===== config.mk =====
export PLATFORM = sky130hd
export DESIGN_NAME = dosm_state_machine
export DESIGN_NICKNAME = d
export VERILOG_FILES = /design/src/dosm_pkg.sv /design/src/dosm_state_machine.sv /design/src/dosm_sync.sv /design/src/dosm_cmd_gate.sv
export VERILOG_INCLUDE_DIRS = /design/src
export SDC_FILE = /design/constraint.sdc
export NUM_CORES = 1
export LEC_CHECK = 0
export ABC_AREA = 1
export BUFFER_PORTS_ARGS = -buffer_cell sky130_fd_sc_hd__buf_4
export CAP_MARGIN = 20
export CORE_ASPECT_RATIO = 1.25
export CORE_MARGIN = 5
export CORE_UTILIZATION = 48
export CTS_CLUSTER_DIAMETER = 80
export DETAILED_ROUTE_END_ITERATION = 10
export HOLD_SLACK_MARGIN = 0.03
export PLACE_DENSITY = 0.83
export SLEW_MARGIN = 20
export SYNTH_ARGS = -nofsm -noshare
export SYNTH_HDL_FRONTEND = slang
export SYNTH_SLANG_ARGS = --single-unit

===== constraint.sdc =====
create_clock -name ref_clk_i -period 1.8 [get_ports ref_clk_i]
set_clock_uncertainty 0.05 [all_clocks]
set_input_delay 0.36 -clock ref_clk_i [delete_from_list [all_inputs] [get_ports ref_clk_i]]
set_output_delay 0.36 -clock ref_clk_i [all_outputs]
set_load 0.02 [all_outputs]

===== src/dosm_map.svh =====
`ifndef DOSM_MAP_SVH
`define DOSM_MAP_SVH

// numeric operating state codes
`define DOSM_ST_START 4'h1
`define DOSM_ST_NOT_READY 4'h2
`define DOSM_ST_SW_ON_DIS 4'h3
`define DOSM_ST_READY 4'h4
`define DOSM_ST_SWITCHED_ON 4'h5
`define DOSM_ST_OP_ENABLED 4'h6
`define DOSM_ST_QSTOP 4'h7
`define DOSM_ST_FAULT_RESP 4'h8
`define DOSM_ST_FAULT 4'h9

// error class codes on err_class_i
`define DOSM_ERR_NONE 3'h0
`define DOSM_ERR_C1 3'h1
`define DOSM_ERR_C2 3'h2
`define DOSM_ERR_C3 3'h3
`define DOSM_ERR_C4 3'h4

`endif


===== src/dosm_pkg.sv =====
package dosm_pkg;

    typedef enum logic [2:0] {
        DOSM_CMD_NONE = 3'h0,
        DOSM_CMD_SHUTDOWN = 3'h1,
        DOSM_CMD_SWITCH_ON = 3'h2,
        DOSM_CMD_ENABLE_OP = 3'h3,
        DOSM_CMD_DISABLE_OP = 3'h4,
        DOSM_CMD_DISABLE_VOLT = 3'h5,
        DOSM_CMD_QUICK_STOP = 3'h6
    } dosm_cmd_type;

    // gray codes along start, not ready, disabled, ready, switched on, enabled
    typedef enum logic [3:0] {
        DOSM_S_START = 4'h0,
        DOSM_S_NOT_READY = 4'h1,
        DOSM_S_SW_ON_DIS = 4'h3,
        DOSM_S_READY = 4'h2,
        DOSM_S_SWITCHED_ON = 4'h6,
        DOSM_S_OP_ENABLED = 4'h7,
        DOSM_S_QSTOP = 4'h5,
        DOSM_S_FAULT_RESP = 4'h4,
        DOSM_S_FAULT = 4'hc
    } dosm_state_type;

endpackage


===== src/dosm_state_machine.sv =====
`include "dosm_map.svh"
// How it works
// - start leaves for not-ready once electronics initialisation completes
// - switch-on-disabled to ready on no undervoltage, both safety inputs high, or shutdown
// - ready to switched-on on internal enable request or switch-on command
// - switched-on to enabled automatically, or on enable-op after fieldbus switch-on
// - entering enabled from switched-on turns power stage on, validates parameters, releases brake
// - disable-op in enabled returns to switched-on with halt, brake, power off
// - shutdown takes switched-on or enabled to ready; power off at once
// - ready drops to disabled on undervoltage, a low safety input, or disable-voltage
// - disable request or disable-voltage sends states 5, 6, 7 to disabled
// - leaving quick-stop to disabled switches power stage off immediately
// - class 1 error or quick-stop command in enabled enters quick-stop with quick stop
// - class 2, 3 or 4 error in any state but fault-response and fault enters fault-response and starts response
// - fault-response goes to fault when class 2 response ends, or directly for 3, 4
// - fault-reset in fault clears the error and returns to disabled
// - quick-stop returns to enabled on fault-reset, or enable-op if fieldbus triggered
// - any one listed condition suffices for a transition
// - fieldbus commands act only in fieldbus control mode
`timescale 1ns/1ps
`default_nettype none

module dosm_state_machine (
    input wire logic ref_clk_i,
    input wire logic rst_n_i,
    input wire logic init_done_i,
    input wire logic undervoltage_i,
    input wire logic safe_torque_off_input_a_i,
    input wire logic safe_torque_off_input_b_i,
    input wire logic fieldbus_mode_i,
    input wire logic cmd_valid_i,
    input wire dosm_pkg::dosm_cmd_type cmd_i,
    input wire logic enable_req_i,
    input wire logic disable_req_i,
    input wire logic [2:0] err_class_i,
    input wire logic err_resp_done_i,
    input wire logic fault_reset_i,
    output logic [3:0] state_code_o,
    output logic power_stage_en_o,
    output logic brake_release_o,
    output logic param_check_o,
    output logic halt_o,
    output logic quick_stop_o,
    output logic error_response_o,
    output logic error_clear_o
);
    dosm_pkg::dosm_state_type state_reg;
    dosm_pkg::dosm_state_type state_next;
    dosm_pkg::dosm_cmd_type cmd;
    logic [1:0] sto_sync;
    logic uv_sync;
    logic sw_on_by_bus_reg;
    logic sw_on_by_bus_next;
    logic qs_by_bus_reg;
    logic qs_by_bus_next;
    logic [2:0] err_class_reg;
    logic [2:0] err_class_next;
    logic [3:0] state_code_reg;
    logic power_stage_en_reg;
    logic brake_release_reg;
    logic param_check_reg;
    logic halt_reg;
    logic quick_stop_reg;
    logic error_response_reg;
    logic error_clear_reg;

    // pins from the safety chain and supply monitor cross into this clock
    dosm_sync #(.WIDTH(2)) u_sto_sync (
        .ref_clk_i(ref_clk_i),
        .rst_n_i(rst_n_i),
        .async_i({safe_torque_off_input_b_i, safe_torque_off_input_a_i}),
        .sync_o(sto_sync)
    );

    dosm_sync #(.WIDTH(1)) u_uv_sync (
        .ref_clk_i(ref_clk_i),
        .rst_n_i(rst_n_i),
        .async_i(undervoltage_i),
        .sync_o(uv_sync)
    );

    dosm_cmd_gate u_cmd_gate (
        .fieldbus_mode_i(fieldbus_mode_i),
        .cmd_i(cmd_i),
        .cmd_valid_i(cmd_valid_i),
        .cmd_o(cmd)
    );

    function automatic logic [3:0] dosm_code(input dosm_pkg::dosm_state_type s);
        case (s)
            dosm_pkg::DOSM_S_START: dosm_code = `DOSM_ST_START;
            dosm_pkg::DOSM_S_NOT_READY: dosm_code = `DOSM_ST_NOT_READY;
            dosm_pkg::DOSM_S_SW_ON_DIS: dosm_code = `DOSM_ST_SW_ON_DIS;
            dosm_pkg::DOSM_S_READY: dosm_code = `DOSM_ST_READY;
            dosm_pkg::DOSM_S_SWITCHED_ON: dosm_code = `DOSM_ST_SWITCHED_ON;
            dosm_pkg::DOSM_S_OP_ENABLED: dosm_code = `DOSM_ST_OP_ENABLED;
            dosm_pkg::DOSM_S_QSTOP: dosm_code = `DOSM_ST_QSTOP;
            dosm_pkg::DOSM_S_FAULT_RESP: dosm_code = `DOSM_ST_FAULT_RESP;
            dosm_pkg::DOSM_S_FAULT: dosm_code = `DOSM_ST_FAULT;
            default: dosm_code = `DOSM_ST_START;
        endcase
    endfunction

    wire undervolt = uv_sync;
    wire sto_both_high = sto_sync[0] && sto_sync[1];
    wire sto_any_low = !sto_sync[0] || !sto_sync[1];
    wire err_c1 = (err_class_i == `DOSM_ERR_C1);
    wire err_severe = (err_class_i == `DOSM_ERR_C2) || (err_class_i == `DOSM_ERR_C3)
        || (err_class_i == `DOSM_ERR_C4);
    wire cmd_shutdown = (cmd == dosm_pkg::DOSM_CMD_SHUTDOWN);
    wire cmd_switch_on = (cmd == dosm_pkg::DOSM_CMD_SWITCH_ON);
    wire cmd_enable_op = (cmd == dosm_pkg::DOSM_CMD_ENABLE_OP);
    wire cmd_disable_op = (cmd == dosm_pkg::DOSM_CMD_DISABLE_OP);
    wire cmd_disable_volt = (cmd == dosm_pkg::DOSM_CMD_DISABLE_VOLT);
    wire cmd_quick_stop = (cmd == dosm_pkg::DOSM_CMD_QUICK_STOP);
    wire go_disabled = disable_req_i || cmd_disable_volt;
    wire class2_pending = (err_class_reg == `DOSM_ERR_C2);
    // an already-active response is not restarted by a fresh severe error
    wire in_fault_path = (state_reg == dosm_pkg::DOSM_S_FAULT_RESP) || (state_reg == dosm_pkg::DOSM_S_FAULT);

    always_comb begin
        state_next = state_reg;
        sw_on_by_bus_next = sw_on_by_bus_reg;
        qs_by_bus_next = qs_by_bus_reg;
        err_class_next = err_class_reg;
        if (err_severe && !in_fault_path) begin
            state_next = dosm_pkg::DOSM_S_FAULT_RESP;
            err_class_next = err_class_i;
        end else begin
            case (state_reg)
                dosm_pkg::DOSM_S_START: begin
                    if (init_done_i) state_next = dosm_pkg::DOSM_S_NOT_READY;
                end
                dosm_pkg::DOSM_S_NOT_READY: begin
                    state_next = dosm_pkg::DOSM_S_SW_ON_DIS;
                end
                dosm_pkg::DOSM_S_SW_ON_DIS: begin
                    if (!undervolt || sto_both_high || cmd_shutdown) begin
                        state_next = dosm_pkg::DOSM_S_READY;
                    end
                end
                dosm_pkg::DOSM_S_READY: begin
                    if (undervolt || sto_any_low || cmd_disable_volt) begin
                        state_next = dosm_pkg::DOSM_S_SW_ON_DIS;
                    end else if (enable_req_i || cmd_switch_on) begin
                        state_next = dosm_pkg::DOSM_S_SWITCHED_ON;
                        sw_on_by_bus_next = cmd_switch_on && !enable_req_i;
                    end
                end
                dosm_pkg::DOSM_S_SWITCHED_ON: begin
                    if (go_disabled) state_next = dosm_pkg::DOSM_S_SW_ON_DIS;
                    else if (cmd_shutdown) state_next = dosm_pkg::DOSM_S_READY;
                    else if (!sw_on_by_bus_reg || cmd_enable_op) begin
                        state_next = dosm_pkg::DOSM_S_OP_ENABLED;
                    end
                end
                dosm_pkg::DOSM_S_OP_ENABLED: begin
                    if (err_c1 || cmd_quick_stop) begin
                        state_next = dosm_pkg::DOSM_S_QSTOP;
                        qs_by_bus_next = cmd_quick_stop && !err_c1;
                    end else if (go_disabled) state_next = dosm_pkg::DOSM_S_SW_ON_DIS;
                    else if (cmd_shutdown) state_next = dosm_pkg::DOSM_S_READY;
                    else if (cmd_disable_op) begin
                        state_next = dosm_pkg::DOSM_S_SWITCHED_ON;
                        sw_on_by_bus_next = 1'b1;
                    end
                end
                dosm_pkg::DOSM_S_QSTOP: begin
                    if (go_disabled) state_next = dosm_pkg::DOSM_S_SW_ON_DIS;
                    else if (fault_reset_i || (cmd_enable_op && qs_by_bus_reg)) begin
                        state_next = dosm_pkg::DOSM_S_OP_ENABLED;
                    end
                end
                dosm_pkg::DOSM_S_FAULT_RESP: begin
                    if (!class2_pending || err_resp_done_i) state_next = dosm_pkg::DOSM_S_FAULT;
                end
                dosm_pkg::DOSM_S_FAULT: begin
                    if (fault_reset_i) begin
                        state_next = dosm_pkg::DOSM_S_SW_ON_DIS;
                        err_class_next = `DOSM_ERR_NONE;
                    end
                end
                default: state_next = dosm_pkg::DOSM_S_START;
            endcase
        end
    end

    wire enter_enabled = (state_next == dosm_pkg::DOSM_S_OP_ENABLED) && (state_reg == dosm_pkg::DOSM_S_SWITCHED_ON);
    wire next_powered = (state_next == dosm_pkg::DOSM_S_OP_ENABLED) || (state_next == dosm_pkg::DOSM_S_QSTOP)
        || ((state_next == dosm_pkg::DOSM_S_FAULT_RESP) && (err_class_next == `DOSM_ERR_C2)
        && power_stage_en_reg);
    wire next_halt = (state_reg == dosm_pkg::DOSM_S_OP_ENABLED) && (state_next == dosm_pkg::DOSM_S_SWITCHED_ON);
    wire next_qstop = ((state_reg == dosm_pkg::DOSM_S_OP_ENABLED) && (state_next == dosm_pkg::DOSM_S_QSTOP))
        || ((state_next == dosm_pkg::DOSM_S_FAULT_RESP) && (state_reg != dosm_pkg::DOSM_S_FAULT_RESP)
        && (err_class_next == `DOSM_ERR_C2));
    wire next_resp = (state_next == dosm_pkg::DOSM_S_FAULT_RESP) && (state_reg != dosm_pkg::DOSM_S_FAULT_RESP);
    wire next_clear = (state_reg == dosm_pkg::DOSM_S_FAULT) && (state_next == dosm_pkg::DOSM_S_SW_ON_DIS);

    always_ff @(posedge ref_clk_i) begin
        if (!rst_n_i) begin
            state_reg <= dosm_pkg::DOSM_S_START;
            sw_on_by_bus_reg <= 1'b0;
            qs_by_bus_reg <= 1'b0;
            err_class_reg <= `DOSM_ERR_NONE;
            state_code_reg <= `DOSM_ST_START;
            power_stage_en_reg <= 1'b0;
            brake_release_reg <= 1'b0;
            param_check_reg <= 1'b0;
            halt_reg <= 1'b0;
            quick_stop_reg <= 1'b0;
            error_response_reg <= 1'b0;
            error_clear_reg <= 1'b0;
        end else begin
            state_reg <= state_next;
            sw_on_by_bus_reg <= sw_on_by_bus_next;
            qs_by_bus_reg <= qs_by_bus_next;
            err_class_reg <= err_class_next;
            state_code_reg <= dosm_code(state_next);
            power_stage_en_reg <= next_powered;
            brake_release_reg <= next_powered;
            param_check_reg <= enter_enabled;
            halt_reg <= next_halt;
            quick_stop_reg <= next_qstop;
            error_response_reg <= next_resp;
            error_clear_reg <= next_clear;
        end
    end

    assign state_code_o = state_code_reg;
    assign power_stage_en_o = power_stage_en_reg;
    assign brake_release_o = brake_release_reg;
    assign param_check_o = param_check_reg;
    assign halt_o = halt_reg;
    assign quick_stop_o = quick_stop_reg;
    assign error_response_o = error_response_reg;
    assign error_clear_o = error_clear_reg;

    state_reset_a: assert property (@(posedge ref_clk_i) !rst_n_i |=> state_code_o == `DOSM_ST_START)
        else $error("state not start after reset");
    code_range_a: assert property (@(posedge ref_clk_i) disable iff (!rst_n_i)
        state_code_o >= `DOSM_ST_START && state_code_o <= `DOSM_ST_FAULT)
        else $error("state code out of range");
    severe_error_a: assert property (@(posedge ref_clk_i) disable iff (!rst_n_i)
        (err_severe && !in_fault_path) |=> state_code_o == `DOSM_ST_FAULT_RESP)
        else $error("severe error did not start fault response");
    power_follows_a: assert property (@(posedge ref_clk_i) disable iff (!rst_n_i)
        (state_code_o == `DOSM_ST_SW_ON_DIS || state_code_o == `DOSM_ST_READY
        || state_code_o == `DOSM_ST_SWITCHED_ON) |-> !power_stage_en_o)
        else $error("power stage on outside powered states");
    enter_enabled_a: assert property (@(posedge ref_clk_i) disable iff (!rst_n_i)
        (state_code_o == `DOSM_ST_SWITCHED_ON ##1 state_code_o == `DOSM_ST_OP_ENABLED)
        |-> power_stage_en_o && brake_release_o && param_check_o)
        else $error("entering enabled without power, brake or check");
    auto_enable_a: assert property (@(posedge ref_clk_i) disable iff (!rst_n_i)
        (state_reg == dosm_pkg::DOSM_S_SWITCHED_ON && !sw_on_by_bus_reg && !err_severe && !go_disabled
        && !cmd_shutdown) |=> state_code_o == `DOSM_ST_OP_ENABLED)
        else $error("automatic enable missed");
    disable_op_a: assert property (@(posedge ref_clk_i) disable iff (!rst_n_i)
        (state_code_o == `DOSM_ST_OP_ENABLED ##1 state_code_o == `DOSM_ST_SWITCHED_ON)
        |-> halt_o && !power_stage_en_o && !brake_release_o)
        else $error("disable operation response wrong");
    fieldbus_gate_a: assert property (@(posedge ref_clk_i) disable iff (!rst_n_i)
        (!fieldbus_mode_i && state_reg == dosm_pkg::DOSM_S_SWITCHED_ON && sw_on_by_bus_reg && !err_severe
        && !disable_req_i) |=> $stable(state_code_o))
        else $error("fieldbus command acted outside fieldbus mode");
    quick_stop_a: assert property (@(posedge ref_clk_i) disable iff (!rst_n_i)
        (state_reg == dosm_pkg::DOSM_S_OP_ENABLED && err_c1) |=> quick_stop_o
        && state_code_o == `DOSM_ST_QSTOP)
        else $error("class 1 error did not quick stop");
    fault_reset_a: assert property (@(posedge ref_clk_i) disable iff (!rst_n_i)
        (state_reg == dosm_pkg::DOSM_S_FAULT && fault_reset_i && !err_severe) |=> error_clear_o
        && state_code_o == `DOSM_ST_SW_ON_DIS)
        else $error("fault reset not honoured");
    // transition checks on the start, pin, shutdown, halt, quick-stop and fault paths
    init_leave_a: assert property (@(posedge ref_clk_i) disable iff (!rst_n_i)
        (state_reg == dosm_pkg::DOSM_S_START && init_done_i && !err_severe)
        |=> state_code_o == `DOSM_ST_NOT_READY) else $error("start state not left after initialisation");
    ready_drop_a: assert property (@(posedge ref_clk_i) disable iff (!rst_n_i)
        (state_reg == dosm_pkg::DOSM_S_READY && (undervolt || sto_any_low) && !err_severe)
        |=> state_code_o == `DOSM_ST_SW_ON_DIS) else $error("ready kept despite supply or safety loss");
    ready_advance_a: assert property (@(posedge ref_clk_i) disable iff (!rst_n_i)
        (state_reg == dosm_pkg::DOSM_S_SW_ON_DIS && !undervolt && !err_severe)
        |=> state_code_o == `DOSM_ST_READY) else $error("ready not reached with supply good");
    shutdown_power_a: assert property (@(posedge ref_clk_i) disable iff (!rst_n_i)
        (state_code_o == `DOSM_ST_OP_ENABLED ##1 state_code_o == `DOSM_ST_READY)
        |-> !power_stage_en_o && !brake_release_o) else $error("power stage on after shutdown");
    halt_pulse_a: assert property (@(posedge ref_clk_i) disable iff (!rst_n_i)
        halt_o |=> !halt_o)
        else $error("halt longer than one cycle");
    qstop_return_a: assert property (@(posedge ref_clk_i) disable iff (!rst_n_i)
        (state_reg == dosm_pkg::DOSM_S_QSTOP && fault_reset_i && !go_disabled && !err_severe)
        |=> state_code_o == `DOSM_ST_OP_ENABLED) else $error("fault reset did not leave quick stop");
    fault_direct_a: assert property (@(posedge ref_clk_i) disable iff (!rst_n_i)
        (state_reg == dosm_pkg::DOSM_S_FAULT_RESP && !class2_pending) |=> state_code_o == `DOSM_ST_FAULT)
        else $error("class 3 or 4 response did not reach fault");
    fault_power_a: assert property (@(posedge ref_clk_i) disable iff (!rst_n_i)
        state_code_o == `DOSM_ST_FAULT |-> !power_stage_en_o && !brake_release_o)
        else $error("power stage on in fault state");
    clear_pulse_a: assert property (@(posedge ref_clk_i) disable iff (!rst_n_i)
        error_clear_o |-> state_code_o == `DOSM_ST_SW_ON_DIS)
        else $error("error clear outside fault reset");
endmodule

`default_nettype wire


===== src/dosm_sync.sv =====
`timescale 1ns/1ps
`default_nettype none

module dosm_sync #(
    parameter int WIDTH = 2
) (
    input wire logic ref_clk_i,
    input wire logic rst_n_i,
    input wire logic [WIDTH-1:0] async_i,
    output logic [WIDTH-1:0] sync_o
);
    logic [WIDTH-1:0] meta_reg;
    logic [WIDTH-1:0] sync_reg;

    always_ff @(posedge ref_clk_i) begin
        if (!rst_n_i) begin
            meta_reg <= '0;
            sync_reg <= '0;
        end else begin
            meta_reg <= async_i;
            sync_reg <= meta_reg;
        end
    end

    assign sync_o = sync_reg;
endmodule

`default_nettype wire


===== src/dosm_cmd_gate.sv =====
`timescale 1ns/1ps
`default_nettype none

// passes a fieldbus command only in fieldbus control mode
module dosm_cmd_gate (
    input wire logic fieldbus_mode_i,
    input wire dosm_pkg::dosm_cmd_type cmd_i,
    input wire logic cmd_valid_i,
    output dosm_pkg::dosm_cmd_type cmd_o
);
    assign cmd_o = (fieldbus_mode_i && cmd_valid_i) ? cmd_i : dosm_pkg::DOSM_CMD_NONE;
endmodule

`default_nettype wire


==> summary.md, run 1 <==
| Metric | Value |
|---|---|
| Status | `finished, violations left` |
| Failing checks | `negative setup slack` |
| Die extent in x | `58.44 microns` |
| Final nets | `316` |
| WP data arrival | `2.12 ns` |
| Final worst slack | `-0.1010 ns` |
| Post-DP HPWL | `2979 microns` |
| Worst path max stage delay | `0.42 ns` |
| Hold_sp | `safe_torque_off_input_b_i` |
| Minimum setup slack among reg-to-reg paths | `-0.10 ns` |
| Root Driver | `clkbuf_4` |
| Hold slack final | `0.1789 ns` |
| IO Port Bufs | `28` |
| Startpoint types | `flip-flop` |
| Hold buffer count at cts | `0` |
| Top-Level Pins | `29` |
| RR Endpoint | `quick_stop_o` |
| Vias in the first global route | `1,578` |
| Worst min path class | `in2reg` |
| Vias | `1,692` |
| Post-DR wirelength/cell | `14.62 microns` |
| Post-Route WL | `4809 microns` |
| Worst skew pair latency | `0.32 ns` |
| GR Util All Layers | `20.37%` |
| DR DRC count | `0` |
| Hold Path End | `u_sto_sync.meta_reg[1]` |
| Final setup viols | `7` |
| Global-route wire length before repair | `6630 microns` |
| Relative slew slack | `73.84%` |
| RR Startpoint | `state_reg[3]` |
| Standard-cell row count | `22` |
| Non-filler instance count after layout | `329` |
| Critical Path Stages | `13` |
| TritonCTS clock tree | `yes` |
| Worst-path clk slew | `0.14 ns` |
| #FFs+latches synth | `25` |
| Unrepaired setup endpoints after global routing | `yes` |
| Clock buffer depth | `2` |
| Clock sink count | `25` |
| Layout area overhead | `57.69%` |
| Grt total ovfl | `0` |
| Fin. max-slew vios | `0` |
| Crit-path leading delay family | `simple AND/OR/NAND/NOR gates` |
| Static leakage | `1.118 nW` |
| Share of layout cells above drive strength 1 | `48.46%` |
| Initial Util | `48.70%` |
| Initial antenna violation count | `0` |
| Hold Crit Depth | `3` |
| Number of cells in the design after placement | `317` |
| Ys Warns | `0` |
| CP bufs+invs | `3` |
| Fmax | `526.1 MHz` |
| Crit path required time | `2.02 ns` |
| Max-cap viol count | `0` |
| Design Power | `1.679 mW` |
| Worst path cell trace | `inv_4 > nand4_1 > nand2_2 > inv_2 > nand3_2 > nor2_2 > nand2_2 > nand2_2 > ha_4 > inv_4 > nor3_4 > nand3_2 > a21oi_2` |
| Placer congestion estimate | `0.8855` |
| H-tree depth | `1` |
| Power per cell area | `756.4 mW/mm^2` |
| ANT nets after route | `0` |
| Drt pass-1 iters | `5` |
| Library cells used by synthesis | `29` |
| Least-Margin Pin Slew | `0.3924 ns` |
| Crit path top cell by count | `nand2_2` |
| Fin. Hold Viols | `0` |
| Fin crit period | `1.901 ns` |
| Sequential fraction of the synthesis area | `35.56%` |
| Crit path max fanout | `4` |
| Die area | `0.004122 sq mm` |
| Most common cell after layout, fill and taps aside | `buf_4` |
| 1st-iter DRT viols | `117` |
| Mean Syn Cell Area | `6.487 sq um` |
| Syn_nets | `239` |
| CTS buffer count | `3` |
| Most frequent cells in the layout | `buf_4, nand2_1, inv_1, nor2_1, dfxtp_1` |
| R2R cell count | `13` |
| Die Y | `70.55 microns` |
| Final worst-path cycle share | `105.6%` |
| Critical path class | `reg2reg` |
| Final core utilization | `76.80%` |
| Largest net degree at the start of global routing | `15` |
| Core box area | `0.002890 sq mm` |
| Vias per inst | `5.143` |
| CP Capture Type | `flip-flop` |
| Post-Syn Area | `0.001408 sq mm` |
| Critical path's slowest cell | `dfxtp_4` |
| IR drop worst, VDD | `0.6800 mV` |
| # diodes | `0` |
| Post-Synthesis Cells | `217` |
## tightest hold or removal path, delay by kind of cell
kind / cells / cell delay [ns]
buffers and inverters: 2 / 0.12
and+or+nand+nor: 1 / 0.04
## worst max path at each step
stage | slack [ns] | from | end
floorplan | 0.002 | fieldbus_mode_i | quick_stop_o
global placement | -0.19 | cmd_i[1] | quick_stop_o
detailed placement | -0.31 | cmd_i[1] | quick_stop_o
CTS | 0.00002 | state_reg[3] | error_clear_o
global route | -0.17 | state_reg[3] | quick_stop_o
finish | -0.10 | state_reg[3] | quick_stop_o
## cell usage after synthesis, drive strengths merged
cell	instances	share of area [%]
nand2	61	17
nor2	39	12
inv	37	9.9
dfxtp	25	36
nand3	21	7.8
a21oi	11	5.0
o21ai	5	1.8
ha	4	3.6
nand4	2	1.3
nor3	2	0.71
and2	1	0.44
buf	1	0.53
clkbuf	1	0.27
nand3b	1	0.53
nor2b	1	0.44
o211ai	1	0.89
o21a	1	0.53
o221a	1	0.80
o31ai	1	0.89
or2	1	0.44
## where the power goes
| part | total (mW) | leakage (nW) | switching [mW] | internal [mW] |
|---|---|---|---|---|
| combinational | 0.774 | 0.895 | 0.422 | 0.353 |
| sequential | 0.656 | 0.208 | 0.0483 | 0.607 |
| clock | 0.249 | 0.0150 | 0.162 | 0.0866 |
| total | 1.68 | 1.12 | 0.632 | 1.05 |
## through the flow
| stage | setup TNS, ns | setup WS [ns] | cell area, sq um |
|---|---|---|---|
| 2_1_floorplan | 0 | 0.001508 | 1415 |
| 3_3_place_gp | -0.9638 | -0.1905 | 1944 |
| 3_5_place_dp | -1.414 | -0.3087 | 1944 |
| 4_1_cts | 0 | 0.00001599 | 2052 |
| 5_1_grt | -0.9881 | -0.1709 | 2220 |
| 6_report | -0.2887 | -0.1010 | 2220 |
## repair_timing
action	CTS	global route
buffers inserted	4	4
setup endpoints to repair	7	7
pin swaps	8	26
resized for setup	21	43
## metal layers
layer | vias to the layer above | GRT usage, % | share of wire (%) | wire (microns)
li1 | 827 | - | - | -
met1 | 780 | 23.68 | 39 | 1884
met2 | 64 | 36.77 | 54 | 2604
met3 | 21 | 2.555 | 3.7 | 179
met4 | 0 | 7.990 | 2.9 | 141
met5 | - | 0 | 0 | 0
## area by class of cell
| type | count | area [sq um] |
|---|---|---|
| Timing Repair Buffer | 74 | 555.5 |
| Sequential cell | 25 | 518.0 |
| Multi-Input combinational cell | 153 | 925.9 |
| Clock buffer | 4 | 26.28 |
| Inverter | 37 | 148.9 |
| Tap cell | 36 | 45.04 |
| Fill cell | 199 | 670.6 |
## kinds of logic after synthesis
kind of cell | synth area share, %
buf+inv | 10.67
simple gates | 40.36
compound gates | 9.866
fa+ha+maj | 3.556
flops | 35.56
(Power assumes the default switching activity.)
==> run 2, diff against run 1 <==
Settings changed: CORE_UTILIZATION 48 to 53, PLACE_DENSITY 0.83 to 0.87.
Clock period 1.8 ns to 1.9 ns, I/O delays scaled along.
==> summary.md, run 2 (same netlist as run 1, synthesis figures left out) <==
| Metric | Value |
|---|---|
| Area occupied by multi-input gates | `872.1 sq um (-5.8%)` |
| Placer congestion estimate | `0.9406 (+6.2%)` |
| Top-Level Pins | `29 (unchanged)` |
| WP data arrival | `2.06 ns (-0.06 ns)` |
| Vias in the first global route | `1,551 (-1.7%)` |
| Worst path cell trace | `inv_4 > nand2_4 > nor2_4 > nand3_2 > nand2_2 > nor2_2 > a21oi_4 > inv_2 > buf_4 > ha_1 > nor2_2 > a21oi_2` |
| ANT nets after route | `0 (unchanged)` |
| Design Power | `1.501 mW (-11%)` |
| Most common cell after layout, fill and taps aside | `buf_4` |
| Standard-cell row count | `21 (-4.5%)` |
| Die extent in x | `56.10 microns (-4.0%)` |
| Max-cap viol count | `0 (unchanged)` |
| Clock power frac | `15.5% (+0.7 points)` |
| Final nets | `302 (-4.4%)` |
| Largest net degree at the start of global routing | `15 (unchanged)` |
| Clock sink count | `25 (unchanged)` |
| Part of the power in registers | `41.3% (+2.2 points)` |
| Dpl ws | `-0.2555 ns (+0.05321 ns)` |
| Fin. max-slew vios | `0 (unchanged)` |
| Startpoint types | `flip-flop` |
| Hold buffer count at cts | `0 (unchanged)` |
| Initial Util | `53.57% (+4.9 points)` |
| Core box area | `0.002628 sq mm (-9.1%)` |
| 1st-iter DRT viols | `78 (-33%)` |
| Die area | `0.003793 sq mm (-8.0%)` |
| CP Capture Type | `flip-flop` |
| Drt pass-1 iters | `4 (-1)` |
| RR Startpoint | `state_reg[3]` |
| DR DRC count | `0 (unchanged)` |
| Most frequent cells in the layout | `buf_4, nand2_1, nor2_1` |
| Global-route wire length before repair | `6375 microns (-3.8%)` |
| Power per cell area | `730.8 mW/mm^2 (-3.4%)` |
| # diodes | `0 (unchanged)` |
| Post-DP HPWL | `2842 microns (-4.6%)` |
| H-tree depth | `1 (unchanged)` |
| Initial antenna violation count | `0 (unchanged)` |
| Static leakage | `1.048 nW (-6.3%)` |
| Combinational fraction of design power | `43.2% (-2.9 points)` |
| TritonCTS clock tree | `yes` |
| Least-Margin Pin Slew | `0.4393 ns (+0.04693 ns)` |
| Root Driver | `clkbuf_4` |
| Share of layout cells above drive strength 1 | `40.86% (-7.6 points)` |
| Crit-path leading delay family | `simple AND/OR/NAND/NOR gates` |
| Layout area overhead | `45.96%` |
| Internal | `0.9439 mW (-9.8%)` |
| Critical path's slowest cell | `dfxtp_4` |
| Crit path max fanout | `5 (+1)` |
| Sw Share | `37.13% (-0.53 points)` |
| Net Sw Power | `0.5575 mW (-12%)` |
| Critical path class | `reg2reg` |
| Clock buffer depth | `2 (unchanged)` |
| Final worst slack | `0.01111 ns (+0.1121 ns)` |
| Worst-path clk slew | `0.13 ns (about the same)` |
| Worst skew pair latency | `0.31 ns (about the same)` |
| Status | `complete, no violations` |
| Vias per inst | `5.297 (+3.0%)` |
| Worst min path class | `in2reg` |
| Worst path max stage delay | `0.40 ns (-0.02 ns)` |
| Crit path top cell by count | `nor2_2` |
| Unrepaired setup endpoints after global routing | `yes` |
| Fillers | `174 (-13%)` |
| Storage element area | `515.5 sq um (-0.48%)` |
| Fmax | `529.4 MHz (+0.64%)` |
| IO Port Bufs | `28 (unchanged)` |
| CP bufs+invs | `3 (unchanged)` |
| Final setup viols | `0 (-7)` |
| Die Y | `67.62 microns (-4.1%)` |
| Hold_sp | `undervoltage_i` |
| Grt total ovfl | `0 (unchanged)` |
| Setup tns final | `0 ns (+0.2887 ns)` |
| Relative slew slack | `70.54% (-3.3 points)` |
| Post-Route WL | `4275 microns (-11%)` |
| IR drop worst, VDD | `0.6087 mV (-10%)` |
| CTS buffer count | `3 (unchanged)` |
| GR Util All Layers | `20.73% (+0.36 points)` |
| Fin crit period | `1.889 ns (-0.01207 ns)` |
| Hold slack final | `0.1915 ns (+0.01256 ns)` |
| Post-DR wirelength/cell | `13.66 microns (-6.6%)` |
| Vias | `1,658 (-2.0%)` |
| Fin. Hold Viols | `0 (unchanged)` |
| Setup crit start | `state_reg[3]` |
| Crit path required time | `2.07 ns (+0.05 ns)` |
| Final worst-path cycle share | `99.42% (-6.2 points)` |
## run 2: changes by cell type in the layout (fill, tap and decap cells not counted), sizes merged
cell	before	now
buf	74	60
## run 2: stage by stage
| stage | std cells | util, % | instance area, sq um |
|---|---|---|---|
| after global placement | 302 | 69.90 | 1837 |
| after global routing | 313 | 78.19 | 2054 |
| final | 313 | 78.19 | 2054 |
| after detailed placement | 302 | 69.90 | 1837 |
| after CTS | 309 | 73.29 | 1926 |
| after floorplan | 217 | - | 1408 |
## run 2: worst reg2reg max path, stage by stage (launching register included)
cell and delay, ns:
dfxtp_4 0.40, inv_4 0.08, nand2_4 0.07, nor2_4 0.17, nand3_2 0.09, nand2_2 0.08, nor2_2 0.04, a21oi_4 0.18
inv_2 0.08, buf_4 0.14, ha_1 0.21, nor2_2 0.14, a21oi_2 0.07
## run 2: area by class of cell
cell class	count	share of cell area [%]
Multi-Input combinational cell	153	42.45
Sequential cell	25	25.09
Timing Repair Buffer	60	22.11
Inverter	37	7.004
Tap cell	34	2.071
Clock buffer	4	1.279
## run 2: layer usage
| layer | track usage, % | vias to the layer above | part of all wire (%) |
|---|---|---|---|
| met5 | 0 | - | 0 |
| met4 | 11.28 | 0 | 6.5 |
| met3 | 2.868 | 35 | 5.2 |
| met2 | 40.79 | 75 | 51 |
| met1 | 21.04 | 751 | 37 |
| li1 | - | 797 | - |
## run 2: repair_timing
item / CTS / global route
buffers inserted: 3 / 4
pin swaps: 3 / 19
resized for setup: 16 / 34
setup endpoints to repair: 6 / 6
## run 2: power by group through the flow
stage               Combinational (mW)  Sequential (mW)  Clock, mW
floorplan                        0.277            0.638          0
global placement                 0.506            0.612          0
detailed placement               0.522            0.614          0
CTS                              0.544            0.610      0.238
global route                     0.708            0.625      0.259
finish                           0.649            0.620      0.232
## run 2: path summary, 6_finish.rpt
path	to	slack (ns)	cells past startpoint
worst max-delay path	brake_release_o	0.01	12
worst min register to register	u_sto_sync.sync_o[1]	0.38	2
worst min-delay path	u_uv_sync.meta_reg	0.19	3
worst max register to register	brake_release_o	0.01	12
